File: config.mk
export PLATFORM = sky130hd
export DESIGN_NAME = compare_convert_datapath
export DESIGN_NICKNAME = d
export VERILOG_FILES = /design/src/compare_convert_pkg.sv /design/src/bcd4_to_bin.sv /design/src/compare_convert_datapath.sv
export VERILOG_INCLUDE_DIRS = /design/src
export SDC_FILE = /design/constraint.sdc
export NUM_CORES = 2
export LEC_CHECK = 0
export ABC_CLOCK_PERIOD_IN_PS = 9700
export CORE_AREA = 5 5 291 293
export CTS_BUF_LIST = sky130_fd_sc_hd__clkbuf_8 sky130_fd_sc_hd__clkbuf_16
export DETAILED_ROUTE_END_ITERATION = 10
export DIE_AREA = 0 0 296 298
export DONT_BUFFER_PORTS = 1
export GPL_TIMING_DRIVEN = 0
export PLACE_DENSITY = 0.59
export RECOVER_POWER = 100
export SYNTH_ARGS = -nofsm -noshare
export SYNTH_HDL_FRONTEND = slang
export SYNTH_SLANG_ARGS = --single-unit
export TNS_END_PERCENT = 30
File: constraint.sdc
create_clock -name clk -period 9.7 [get_ports clk]
set_input_delay 0.485 -clock clk [delete_from_list [all_inputs] [get_ports clk]]
set_output_delay 0.485 -clock clk [all_outputs]
set_load 0.005 [all_outputs]
File: src/compare_convert_params.svh
`ifndef COMPARE_CONVERT_PARAMS_SVH
`define COMPARE_CONVERT_PARAMS_SVH

// ****************************************************************
// Register map, byte addresses on the AXI4-Lite slave
// ****************************************************************
`define CC_OFS_CTRL      8'h00
`define CC_OFS_STATUS    8'h04
`define CC_OFS_MASK      8'h08
`define CC_OFS_RESULT    8'h0c
`define CC_OFS_FLAGS     8'h10

// ****************************************************************
// Field positions
// ****************************************************************
`define CC_CTRL_ENABLE   0
`define CC_EVT_DONE      0
`define CC_EVT_ERROR     1
`define CC_FLAG_ERROR    0
`define CC_FLAG_EQUAL    1

// ****************************************************************
// Reset values and sizes
// ****************************************************************
`define CC_CTRL_RESET    32'h0000_0001
`define CC_MASK_RESET    2'h0
`define CC_TABLE_WORDS   16
`define CC_RANGE_WORDS   32
`define CC_BCD_SCALE     32'h0000_2710
`define CC_RESP_OKAY     2'h0
`define CC_RESP_SLVERR   2'h2

`endif

File: src/compare_convert_pkg.sv
package compare_convert_pkg;

  // Operation select, one-hot.
  typedef enum logic [3:0] {
    OP_TABLE_EQUAL_COMPARE  = 4'h1,
    OP_RANGE_BLOCK_COMPARE  = 4'h2,
    OP_BCD_TO_BINARY_SINGLE = 4'h4,
    OP_BCD_TO_BINARY_DOUBLE = 4'h8
  } op_t;

  // Operand set handed over by the sequencer for one execution.
  typedef struct packed {
    op_t         op;
    logic [15:0] compareWord;
    logic [15:0] sourceLo;
    logic [15:0] sourceHi;
    logic [15:0] tableFirstWord;
    logic [15:0] areaLastWord;
    logic        indirect;
    logic [15:0] pointerWord;
  } cc_request_t;

  // Result words and flags as held by the block.
  typedef struct packed {
    logic [15:0] resultLo;
    logic [15:0] resultHi;
    logic        errorFlag;
    logic        equalFlag;
  } cc_result_t;

endpackage

File: src/bcd4_to_bin.sv
`timescale 1ns/1ps

// ****************************************************************
// Four-digit BCD word to binary, with digit check
// ****************************************************************
module bcd4_to_bin
(
  // BCD word in
  input  wire logic [15:0] bcdWord,
  // Binary value and validity out
  output logic      [13:0] binValue,
  output logic             digitsValid
);

  // Weighted sum of the digits; every digit above nine marks the word invalid.
  always_comb
  begin
    binValue    = 14'(bcdWord[15:12]) * 14'h3e8 + 14'(bcdWord[11:8]) * 14'h064
                + 14'(bcdWord[7:4]) * 14'h00a + 14'(bcdWord[3:0]);
    digitsValid = (bcdWord[15:12] <= 4'h9) && (bcdWord[11:8] <= 4'h9)
                && (bcdWord[7:4] <= 4'h9) && (bcdWord[3:0] <= 4'h9);
  end

endmodule // bcd4_to_bin

File: src/compare_convert_datapath.sv
`timescale 1ns/1ps
`include "compare_convert_params.svh"

// Contract
// RULE_01: Condition false: no operation, nothing changes.
// RULE_02: Table compare sets bit n on equality.
// RULE_03: Each table entry judged on its own.
// RULE_04: Unequal entries clear their bit each time.
// RULE_05: Table past area end raises error.
// RULE_06: Bad indirect pointer raises error.
// RULE_07: Condition true: fresh result every scan. Code: only while the CTRL enable bit is set.
// RULE_08: Single conversion writes binary result word.
// RULE_09: Invalid BCD digit raises error, single.
// RULE_10: Double conversion: eight digits to 32 bits.
// RULE_11: Invalid digit in either word raises error.
// RULE_12: Equal flag true when conversion gives zero.
// RULE_13: Sources never written, only results.
// RULE_14: Range compare: inclusive limit pairs set bits.
// RULE_15: On error result words stay unchanged.
// RULE_16: Lower word holds low digits and bits.
module compare_convert_datapath
  import compare_convert_pkg::*;
(
  // Clock and reset
  input  wire logic                   clk,
  input  wire logic                   srst,
  // Sequencer side
  input  wire logic                   execCond,
  input  wire logic                   scanStrobe,
  input  wire cc_request_t            request,
  input  wire logic [31:0][15:0]      tableWords,
  output cc_result_t                  result,
  output logic                        opDone,
  // AXI4-Lite write channels
  input  wire logic [7:0]             s_axi_awaddr,
  input  wire logic                   s_axi_awvalid,
  output logic                        s_axi_awready,
  input  wire logic [31:0]            s_axi_wdata,
  input  wire logic [3:0]             s_axi_wstrb,
  input  wire logic                   s_axi_wvalid,
  output logic                        s_axi_wready,
  output logic [1:0]                  s_axi_bresp,
  output logic                        s_axi_bvalid,
  input  wire logic                   s_axi_bready,
  // AXI4-Lite read channels
  input  wire logic [7:0]             s_axi_araddr,
  input  wire logic                   s_axi_arvalid,
  output logic                        s_axi_arready,
  output logic [31:0]                 s_axi_rdata,
  output logic [1:0]                  s_axi_rresp,
  output logic                        s_axi_rvalid,
  input  wire logic                   s_axi_rready,
  // Interrupt
  output logic                        irq
);

  // ****************************************************************
  // Declarations
  // ****************************************************************
  logic [2:0][13:0] bcdBin;
  logic [2:0]       bcdValid;
  logic [15:0]      tableMask;
  logic [15:0]      rangeMask;
  logic             tableOverrun;
  logic             rangeOverrun;
  logic             pointerBad;
  logic [31:0]      doubleBin;
  logic             next_error;
  logic             isConvert;
  logic [15:0]      next_lo;
  logic [15:0]      next_hi;
  logic             execute;
  logic [31:0]      ctrl;
  logic [1:0]       status;
  logic [1:0]       mask;
  logic [1:0]       eventSet;
  logic [1:0]       eventClear;
  logic [1:0]       next_status;
  logic             awHeld;
  logic             wHeld;
  logic [7:0]       awAddr;
  logic [31:0]      wData;
  logic [3:0]       wStrb;
  logic             doWrite;
  logic             readTaken;
  logic [31:0]      readMux;
  logic             readHit;
  logic [2:0][15:0] convWords;

  // ****************************************************************
  // BCD decoders: source low, source high, indirect pointer
  // ****************************************************************
  assign convWords = {request.pointerWord, request.sourceHi, request.sourceLo};
  for (genvar g = 0; g < 3; g++)
  begin : gen_bcd
    bcd4_to_bin u_bcd
    (
      .bcdWord     (convWords[g]),
      .binValue    (bcdBin[g]),
      .digitsValid (bcdValid[g])
    );
  end

  // ****************************************************************
  // Operation evaluation
  // ****************************************************************
  // Every entry gets its own comparator, so duplicate entries all report a hit.
  always_comb
  begin
    tableMask = 16'h0000;
    rangeMask = 16'h0000;
    for (int i = 0; i < `CC_TABLE_WORDS; i++)
    begin
      tableMask[i] = (tableWords[i] == request.compareWord); // RULE_02 RULE_03 RULE_04
      rangeMask[i] = (tableWords[2*i] <= request.compareWord)
                   && (request.compareWord <= tableWords[2*i+1]); // RULE_14
    end
  end

  // Span checks run on 17 bits so a table near the top of memory cannot wrap.
  assign tableOverrun = ({1'b0, request.tableFirstWord} + 17'(`CC_TABLE_WORDS - 1))
                      > {1'b0, request.areaLastWord}; // RULE_05
  assign rangeOverrun = ({1'b0, request.tableFirstWord} + 17'(`CC_RANGE_WORDS - 1))
                      > {1'b0, request.areaLastWord};
  assign pointerBad   = request.indirect
                      && (!bcdValid[2] || ({2'b00, bcdBin[2]} > request.areaLastWord)); // RULE_06

  // High word carries the upper four digits, low word the lower four.
  assign doubleBin = 32'(bcdBin[1]) * `CC_BCD_SCALE + 32'(bcdBin[0]); // RULE_10 RULE_16

  // Error and candidate result for the selected operation.
  always_comb
  begin
    next_error = 1'b1;
    isConvert  = 1'b0;
    next_lo    = result.resultLo;
    next_hi    = result.resultHi;
    unique case (request.op)
      OP_TABLE_EQUAL_COMPARE:
      begin
        next_error = tableOverrun || pointerBad;
        next_lo    = tableMask;
      end
      OP_RANGE_BLOCK_COMPARE:
      begin
        next_error = rangeOverrun || pointerBad;
        next_lo    = rangeMask;
      end
      OP_BCD_TO_BINARY_SINGLE:
      begin
        next_error = !bcdValid[0] || pointerBad; // RULE_09
        isConvert  = 1'b1;
        next_lo    = {2'b00, bcdBin[0]}; // RULE_08
      end
      OP_BCD_TO_BINARY_DOUBLE:
      begin
        next_error = !bcdValid[0] || !bcdValid[1] || pointerBad; // RULE_11
        isConvert  = 1'b1;
        next_lo    = doubleBin[15:0]; // RULE_16
        next_hi    = doubleBin[31:16];
      end
      default: next_error = 1'b1;
    endcase
  end

  // Software can park the block; the sequencer condition gates each scan.
  assign execute = scanStrobe && execCond && ctrl[`CC_CTRL_ENABLE]; // RULE_01 RULE_07

  // ****************************************************************
  // Result words and flags
  // ****************************************************************
  // Only the result words, flags and done pulse are held here; operand words are never written back.
  always_ff @(posedge clk)
  begin
    if (srst)
    begin
      result <= '0;
      opDone <= 1'b0;
    end
    else
    begin
      opDone <= execute;
      if (execute) // RULE_01 RULE_07
      begin
        result.errorFlag <= next_error;
        if (!next_error) // RULE_15
        begin
          result.resultLo <= next_lo; // RULE_13
          if (request.op == OP_BCD_TO_BINARY_DOUBLE)
            result.resultHi <= next_hi;
          if (isConvert)
            result.equalFlag <= (request.op == OP_BCD_TO_BINARY_DOUBLE) ? (doubleBin == 32'h0)
                                                                       : (next_lo == 16'h0); // RULE_12
        end
      end
    end
  end

  // ****************************************************************
  // Interrupt status, set wins over read-clear
  // ****************************************************************
  assign eventSet    = {execute && next_error, execute};
  assign eventClear  = (readTaken && (s_axi_araddr == `CC_OFS_STATUS)) ? status : 2'b00;
  assign next_status = (status & ~eventClear) | eventSet;

  // The interrupt trails the status bits by one cycle so that it leaves a flop.
  always_ff @(posedge clk)
  begin
    if (srst)
    begin
      status <= 2'b00;
      irq    <= 1'b0;
    end
    else
    begin
      status <= next_status;
      irq    <= |(status & mask);
    end
  end

  // ****************************************************************
  // AXI4-Lite write path
  // ****************************************************************
  assign doWrite = awHeld && wHeld && !s_axi_bvalid;

  // Address and data are latched independently, one write at a time.
  always_ff @(posedge clk)
  begin
    if (srst)
    begin
      awHeld        <= 1'b0;
      wHeld         <= 1'b0;
      awAddr        <= 8'h00;
      wData         <= 32'h0;
      wStrb         <= 4'h0;
      s_axi_awready <= 1'b1;
      s_axi_wready  <= 1'b1;
      s_axi_bvalid  <= 1'b0;
      s_axi_bresp   <= `CC_RESP_OKAY;
    end
    else
    begin
      if (s_axi_awvalid && s_axi_awready)
      begin
        awHeld        <= 1'b1;
        awAddr        <= s_axi_awaddr;
        s_axi_awready <= 1'b0;
      end
      if (s_axi_wvalid && s_axi_wready)
      begin
        wHeld        <= 1'b1;
        wData        <= s_axi_wdata;
        wStrb        <= s_axi_wstrb;
        s_axi_wready <= 1'b0;
      end
      if (doWrite)
      begin
        awHeld       <= 1'b0;
        wHeld        <= 1'b0;
        s_axi_bvalid <= 1'b1;
        s_axi_bresp  <= (awAddr == `CC_OFS_CTRL || awAddr == `CC_OFS_MASK || awAddr == `CC_OFS_STATUS
                        || awAddr == `CC_OFS_RESULT || awAddr == `CC_OFS_FLAGS) ? `CC_RESP_OKAY
                                                                                 : `CC_RESP_SLVERR;
      end
      if (s_axi_bvalid && s_axi_bready)
      begin
        s_axi_bvalid  <= 1'b0;
        s_axi_awready <= 1'b1;
        s_axi_wready  <= 1'b1;
      end
    end
  end

  // Writable registers honour byte strobes; the other words ignore writes.
  always_ff @(posedge clk)
  begin
    if (srst)
    begin
      ctrl <= `CC_CTRL_RESET;
      mask <= `CC_MASK_RESET;
    end
    else if (doWrite)
    begin
      if (awAddr == `CC_OFS_CTRL)
        for (int b = 0; b < 4; b++)
          if (wStrb[b])
            ctrl[8*b +: 8] <= wData[8*b +: 8];
      if (awAddr == `CC_OFS_MASK && wStrb[0])
        mask <= wData[1:0];
    end
  end

  // ****************************************************************
  // AXI4-Lite read path
  // ****************************************************************
  assign readTaken = s_axi_arvalid && s_axi_arready;

  // Read data multiplexer; unused bits read as zero.
  always_comb
  begin
    readHit = 1'b1;
    readMux = 32'h0;
    unique case (s_axi_araddr)
      `CC_OFS_CTRL:   readMux = ctrl;
      `CC_OFS_STATUS: readMux = {30'h0, status};
      `CC_OFS_MASK:   readMux = {30'h0, mask};
      `CC_OFS_RESULT: readMux = {result.resultHi, result.resultLo};
      `CC_OFS_FLAGS:  readMux = {30'h0, result.equalFlag, result.errorFlag};
      default:        readHit = 1'b0;
    endcase
  end

  // The address is taken and answered on the next edge.
  always_ff @(posedge clk)
  begin
    if (srst)
    begin
      s_axi_arready <= 1'b1;
      s_axi_rvalid  <= 1'b0;
      s_axi_rdata   <= 32'h0;
      s_axi_rresp   <= `CC_RESP_OKAY;
    end
    else
    begin
      if (readTaken)
      begin
        s_axi_arready <= 1'b0;
        s_axi_rvalid  <= 1'b1;
        s_axi_rdata   <= readMux;
        s_axi_rresp   <= readHit ? `CC_RESP_OKAY : `CC_RESP_SLVERR;
      end
      if (s_axi_rvalid && s_axi_rready)
      begin
        s_axi_rvalid  <= 1'b0;
        s_axi_arready <= 1'b1;
      end
    end
  end

endmodule // compare_convert_datapath

* Word-level counts from Yosys, hierarchy flattened *
Cells that the tools add are included.

word-level totals
  output and inout bits = 77
  word-level logic and storage cells = 206
  register bits = 159

operators by class
  add/sub/neg operators = 12
  order comparisons = 47
  multipliers = 10
  reductions and logical operators = 70
  bitwise logic cells = 5
  muxes and demuxes = 9
  equal/unequal tests = 28

operator list
  operator                                             count
  <= comparator 16 bit                                 32
  equality test 16 bit                                 16
  case mux 32 bit (5 select lines)                     1
  case mux 16 bit (4 select lines)                     1
  <= comparator 4 bit, second input constant           12
  adder 14 x 11 -> 14 bit                              3
  adder 14 x 4 -> 14 bit                               3
  adder 14 x 8 -> 14 bit                               3
  logical AND 1 bit                                    38
  greater-than comparator 17 x 16 -> 1 bit             2
  multiplier 4 x 7 -> 11 bit, second input constant    3
  equality test 8 x 4 -> 1 bit, second input constant  4
  zero test 32 bit                                     1
  adder 28 x 14 -> 29 bit                              1
  multiplier 4 x 5 -> 9 bit, second input constant     3
  multiplier 14 x 10 -> 24 bit, second input constant  1
  multiplier 4 x 3 -> 7 bit, second input constant     3
  AND reduction 3 bit                                  6
  adder 16 x 4 -> 17 bit, second input constant        1
  adder 16 x 5 -> 17 bit, second input constant        1
  equality test 8 x 3 -> 1 bit, second input constant  2
  equality test 8 x 5 -> 1 bit, second input constant  2
  greater-than comparator 14 x 16 -> 1 bit             1
  zero test 16 bit                                     1
  17 further kinds                                     40

* Logic depth before layout (Yosys ltp) *
  depth in word-level cells = 11
  gate-level depth with buffers = 38
  gate-level depth less buffers = 37

* Cells and area by module *
A second synthesis with hierarchy kept.

second synthesis, totals
  cell total of the unflattened synthesis = 3,554
  area, all modules = 28,628.7 um^2

by module, submodules not included
  module                    cells an instance  area an instance (um^2)  instances
  compare_convert_datapath  2,987              23,508.8                 1
  bcd4_to_bin               189                1,706.6                  3

* Least setup slack after synthesis *
Ideal clock, no wire load.

  path kind = input port to flip-flop
  from = input port request[62] (netlist bit)
  to = register result[0] (netlist bit)
  data arrival time = 8.467 ns
  path slack = 1.171 ns
  stages on the path = 33
  path through = fa_1 inv_1 fa_1 inv_1 ha_1 a21o_1 a21oi_1 xor2_1 ha_1 ha_1 ha_1 a21oi_1 xnor2_1 inv_1 fa_1 inv_1 ha_1 inv_1 fa_1 inv_1 ha_1 ha_1 ha_1 a21oi_1 o21ai_0 a31oi_1 o21ai_0 xor2_1 a21boi_0 or4bb_1 a2111oi_4 o2111ai_1 nand3_1

between the ends
  longest elaborated chain between the ends = 10
  elaborated cells between the ends (all ways) = 20

RTL lines
  element                                                                           line                            RTL
  start, declared                                                                   compare_convert_datapath.sv:30  input wire cc_request_t request,
  parallel branches: the longest is 10 deep, another holds adder 28 x 14 -> 29 bit  n/a
  end, declared                                                                     compare_convert_datapath.sv:32  output cc_result_t result,

Several ways; the timed one is not identified.
A chain may end at the register's enable or synchronous reset.

* Final worst setup path *
Ends and elaborated chain as after synthesis.

==> flow_summary.ini <==
[critical_path]
r2r_end = result[0]$_SDFFE_PP0P_
cp_num_cells = 32
cp_max_fo = 9
cp-endpoint = result[0]$_SDFFE_PP0P_
cp-startpoint = request[62]
crit_slowest_cell = fa_1
crit_path_frequent_cell = ha_1
reg2regPathDepth = 8
crit_arrival_ns = 9.28
path_delay_family = adder cells
rrSetupSlack_ns = 6.69
critPathLaunchType = primary input
r2r-start = ctrl[0]$_SDFFE_PP1P_
crit_buf_inv = 7
critPathMaxStageDelay_ns = 0.59
worstPathRequired_ns = 10.06
end_kind = flop
critPathKind = primary input to flop

[sta]
worst_slew_pin_slew_ns = 1.84
slew_viol_final = 10
post-route-period-util_pct = 92.0
fmax_mhz = 112
setup_viol = 0
skew_ns = 0.00978
max_slew_margin_pct = -23.8
min_period_ns = 8.92
rsz0062_at_grt = no
totalNegativeSetupSlack_ns = 0
hold_viol = 0

[routing]
drt_iter0_markers = 1541
dr.pass1.iters = 6
drc = 0
viasPerCell = 5.58
avgRoutedWirePerCell_um = 23.9
route.vias.total = 25690
wirelength_um = 110000
postRouteAntennaNets = 0

[clock_network]
clk_pin_slew_worst_paths_ns = 0.07
root_buffer = clkbuf_16
cts_tree = built
htree_levels = 4
post-cts-setup-buffers = 0
clk_path_buf_depth = 2
holdBufCountCts = 0
cts_buffers = 17
clkLatencyLatePin_ns = 0.43
clock_sinks = 154
post_cts_resized = 0

[final_layout]
layout-drive-gt1-share_pct = 1.96
multi_input_area_mm2 = 0.0226
areaGrowthSynthToFinish_pct = 7.06
fillers = 8541
nets = 5063
stdcell_count = 4608
area.sequential_mm2 = 0.00308

[yosys]
ys_seq_area_share_pct = 11.1
ys.flop_type = dfxtp_1
async_reset_ff_share_pct = 0
synth_seq_cells = 154
synth_cell_types = 80
synth_warnings = 0
synth_edf_count = 0
netlist_area_mm2 = 0.0278
synthCells = 3490
avgSynthCellArea_um2 = 7.98

[grt]
grt_pass1_wl_um = 159000
track_usage_pct = 23.6
grt_pass1_vias = 25127
antenna_found_initial = 19
grt_overflow = 0
grt_max_degree = 18

[die]
fp.dieArea_mm2 = 0.0882
initial_core_util_pct = 34.1
rows = 105
die_w_um = 296
die_height_um = 298
design.portCount = 751
coreArea_mm2 = 0.0816

[run_status]
outcome = complete, but fails checks
violations = max-capacitance violations, max-slew violations

[placement]
place_hpwl_um = 94300
place.gp.congestion = 0.936
io_buffer_count = 0
dp.cells = 4564

[min_path]
hold_path.class = primary input to flop

[job]
drv_cap = 1
[layout make-up]
class / instances / area share (%)
antenna: 12 / 0.101
buffer: 66 / 0.932
tap: 1070 / 4.49
clock buffer: 17 / 1.43
multi-input combinational: 2772 / 75.9
inverter: 502 / 6.32
sequential: 154 / 10.3
clock inverter: 15 / 0.521
[logic make-up (layout without fill, tap and decap cells)]
family                     after synthesis  count (layout)  share of synthesized area (%)
DFF                                    154             154                           11.1
buffers and inverters                  568             600                           7.77
muxes                                   52              52                           1.88
AOI/OAI and AO/OA                      802             802                           17.8
other                                    1              17                         0.0135
and+or+nand+nor                        922             922                           16.3
adders and majority gates              876             876                           41.5
xor gates and xnor gates               115             115                           3.62
[layout by cell type (no fill, tap or decap), types with 13 or more instances in the layout]
master / n
fa_1: 80
nand2b_1: 15
o21ai_0: 103
a211oi_1: 34
a31oi_1: 16
nor2_1: 223
nor2b_1: 44
nand2_1: 268
or4_1: 15
o21a_1: 26
a221oi_1: 15
ha_1: 796
o211ai_1: 30
clkbuf_1: 54
inv_1: 502
and2_1: 13
nor4_1: 21
xor2_1: 33
and4_1: 15
xnor2_1: 81
a21o_1: 77
nand4_1: 119
a21oi_1: 363
nor3_1: 42
dfxtp_1: 154
nand3_1: 85
clkbuf_16: 17
mux2i_1: 50
a22oi_1: 35
[worst min-delay path by stage]
| stage | startpoint | slack (ns) | endpoint | cells past startpoint |
|---|---|---|---|---|
| floorplan | awAddr[5]$_SDFFE_PP0P_ | 0.43 | awAddr[5]$_SDFFE_PP0P_ | 2 |
| global placement | awAddr[0]$_SDFFE_PP0P_ | 0.44 | awAddr[0]$_SDFFE_PP0P_ | 2 |
| detailed placement | wData[11]$_SDFFE_PP0P_ | 0.45 | wData[11]$_SDFFE_PP0P_ | 2 |
| CTS | s_axi_wvalid | 0.15 | s_axi_wready$_SDFFE_PP1P_ | 1 |
| global route | s_axi_wvalid | 0.16 | s_axi_wready$_SDFFE_PP1P_ | 1 |
| finish | s_axi_wvalid | 0.15 | s_axi_wready$_SDFFE_PP1P_ | 1 |
[through the flow]
stage / hold WS (ns) / instance area [um2] / setup WS [ns] / util [%]
floorplan: 0.431 / 27900 / 1.17 / -
global placement: 0.440 / 29200 / 0.314 / 35.8
detailed placement: 0.447 / 29200 / 0.227 / 35.8
CTS: 0.150 / 29800 / 0.646 / 36.5
global route: 0.157 / 29800 / 0.130 / 36.5
finish: 0.152 / 29800 / 0.775 / 36.5
[synth_stat cells, drive strengths merged (17+ instances only)]
| cell type | n | area, um2 |
|---|---|---|
| nand4 | 119 | 744 |
| a21o | 77 | 578 |
| nand2 | 268 | 1010 |
| xor2 | 34 | 298 |
| mux2i | 50 | 500 |
| fa | 80 | 1600 |
| o21ai | 106 | 531 |
| inv | 502 | 1880 |
| clkbuf | 49 | 184 |
| nor2b | 44 | 275 |
| xnor2 | 81 | 709 |
| a21oi | 363 | 1820 |
| o21a | 26 | 195 |
| dfxtp | 154 | 3080 |
| o211ai | 30 | 225 |
| a211oi | 34 | 255 |
| nand3 | 85 | 425 |
| ha | 796 | 9960 |
| nor3 | 42 | 210 |
| buf | 17 | 93.8 |
| nor2 | 223 | 837 |
| nor4 | 21 | 138 |
| a22oi | 35 | 263 |
[sequential cells by signal (all words and copies together), names as in the netlist, 2 cells and up]
register and flops:
awAddr 8, wData 32, mask 2, ctrl 32, status 2, wStrb 4
result 31, s_axi_rdata 32
[metal layers]
layer / routed length, um / global-route usage, %
met1: 43900 / 27.6
met2: 51600 / 40.7
met3: 9770 / 6.93
met4: 4810 / 8.97
met5: 102 / 0
Power is left out: the tool's default activity adds up to more than one toggle a clock period on the data nets, which glitch-free logic cannot reach.
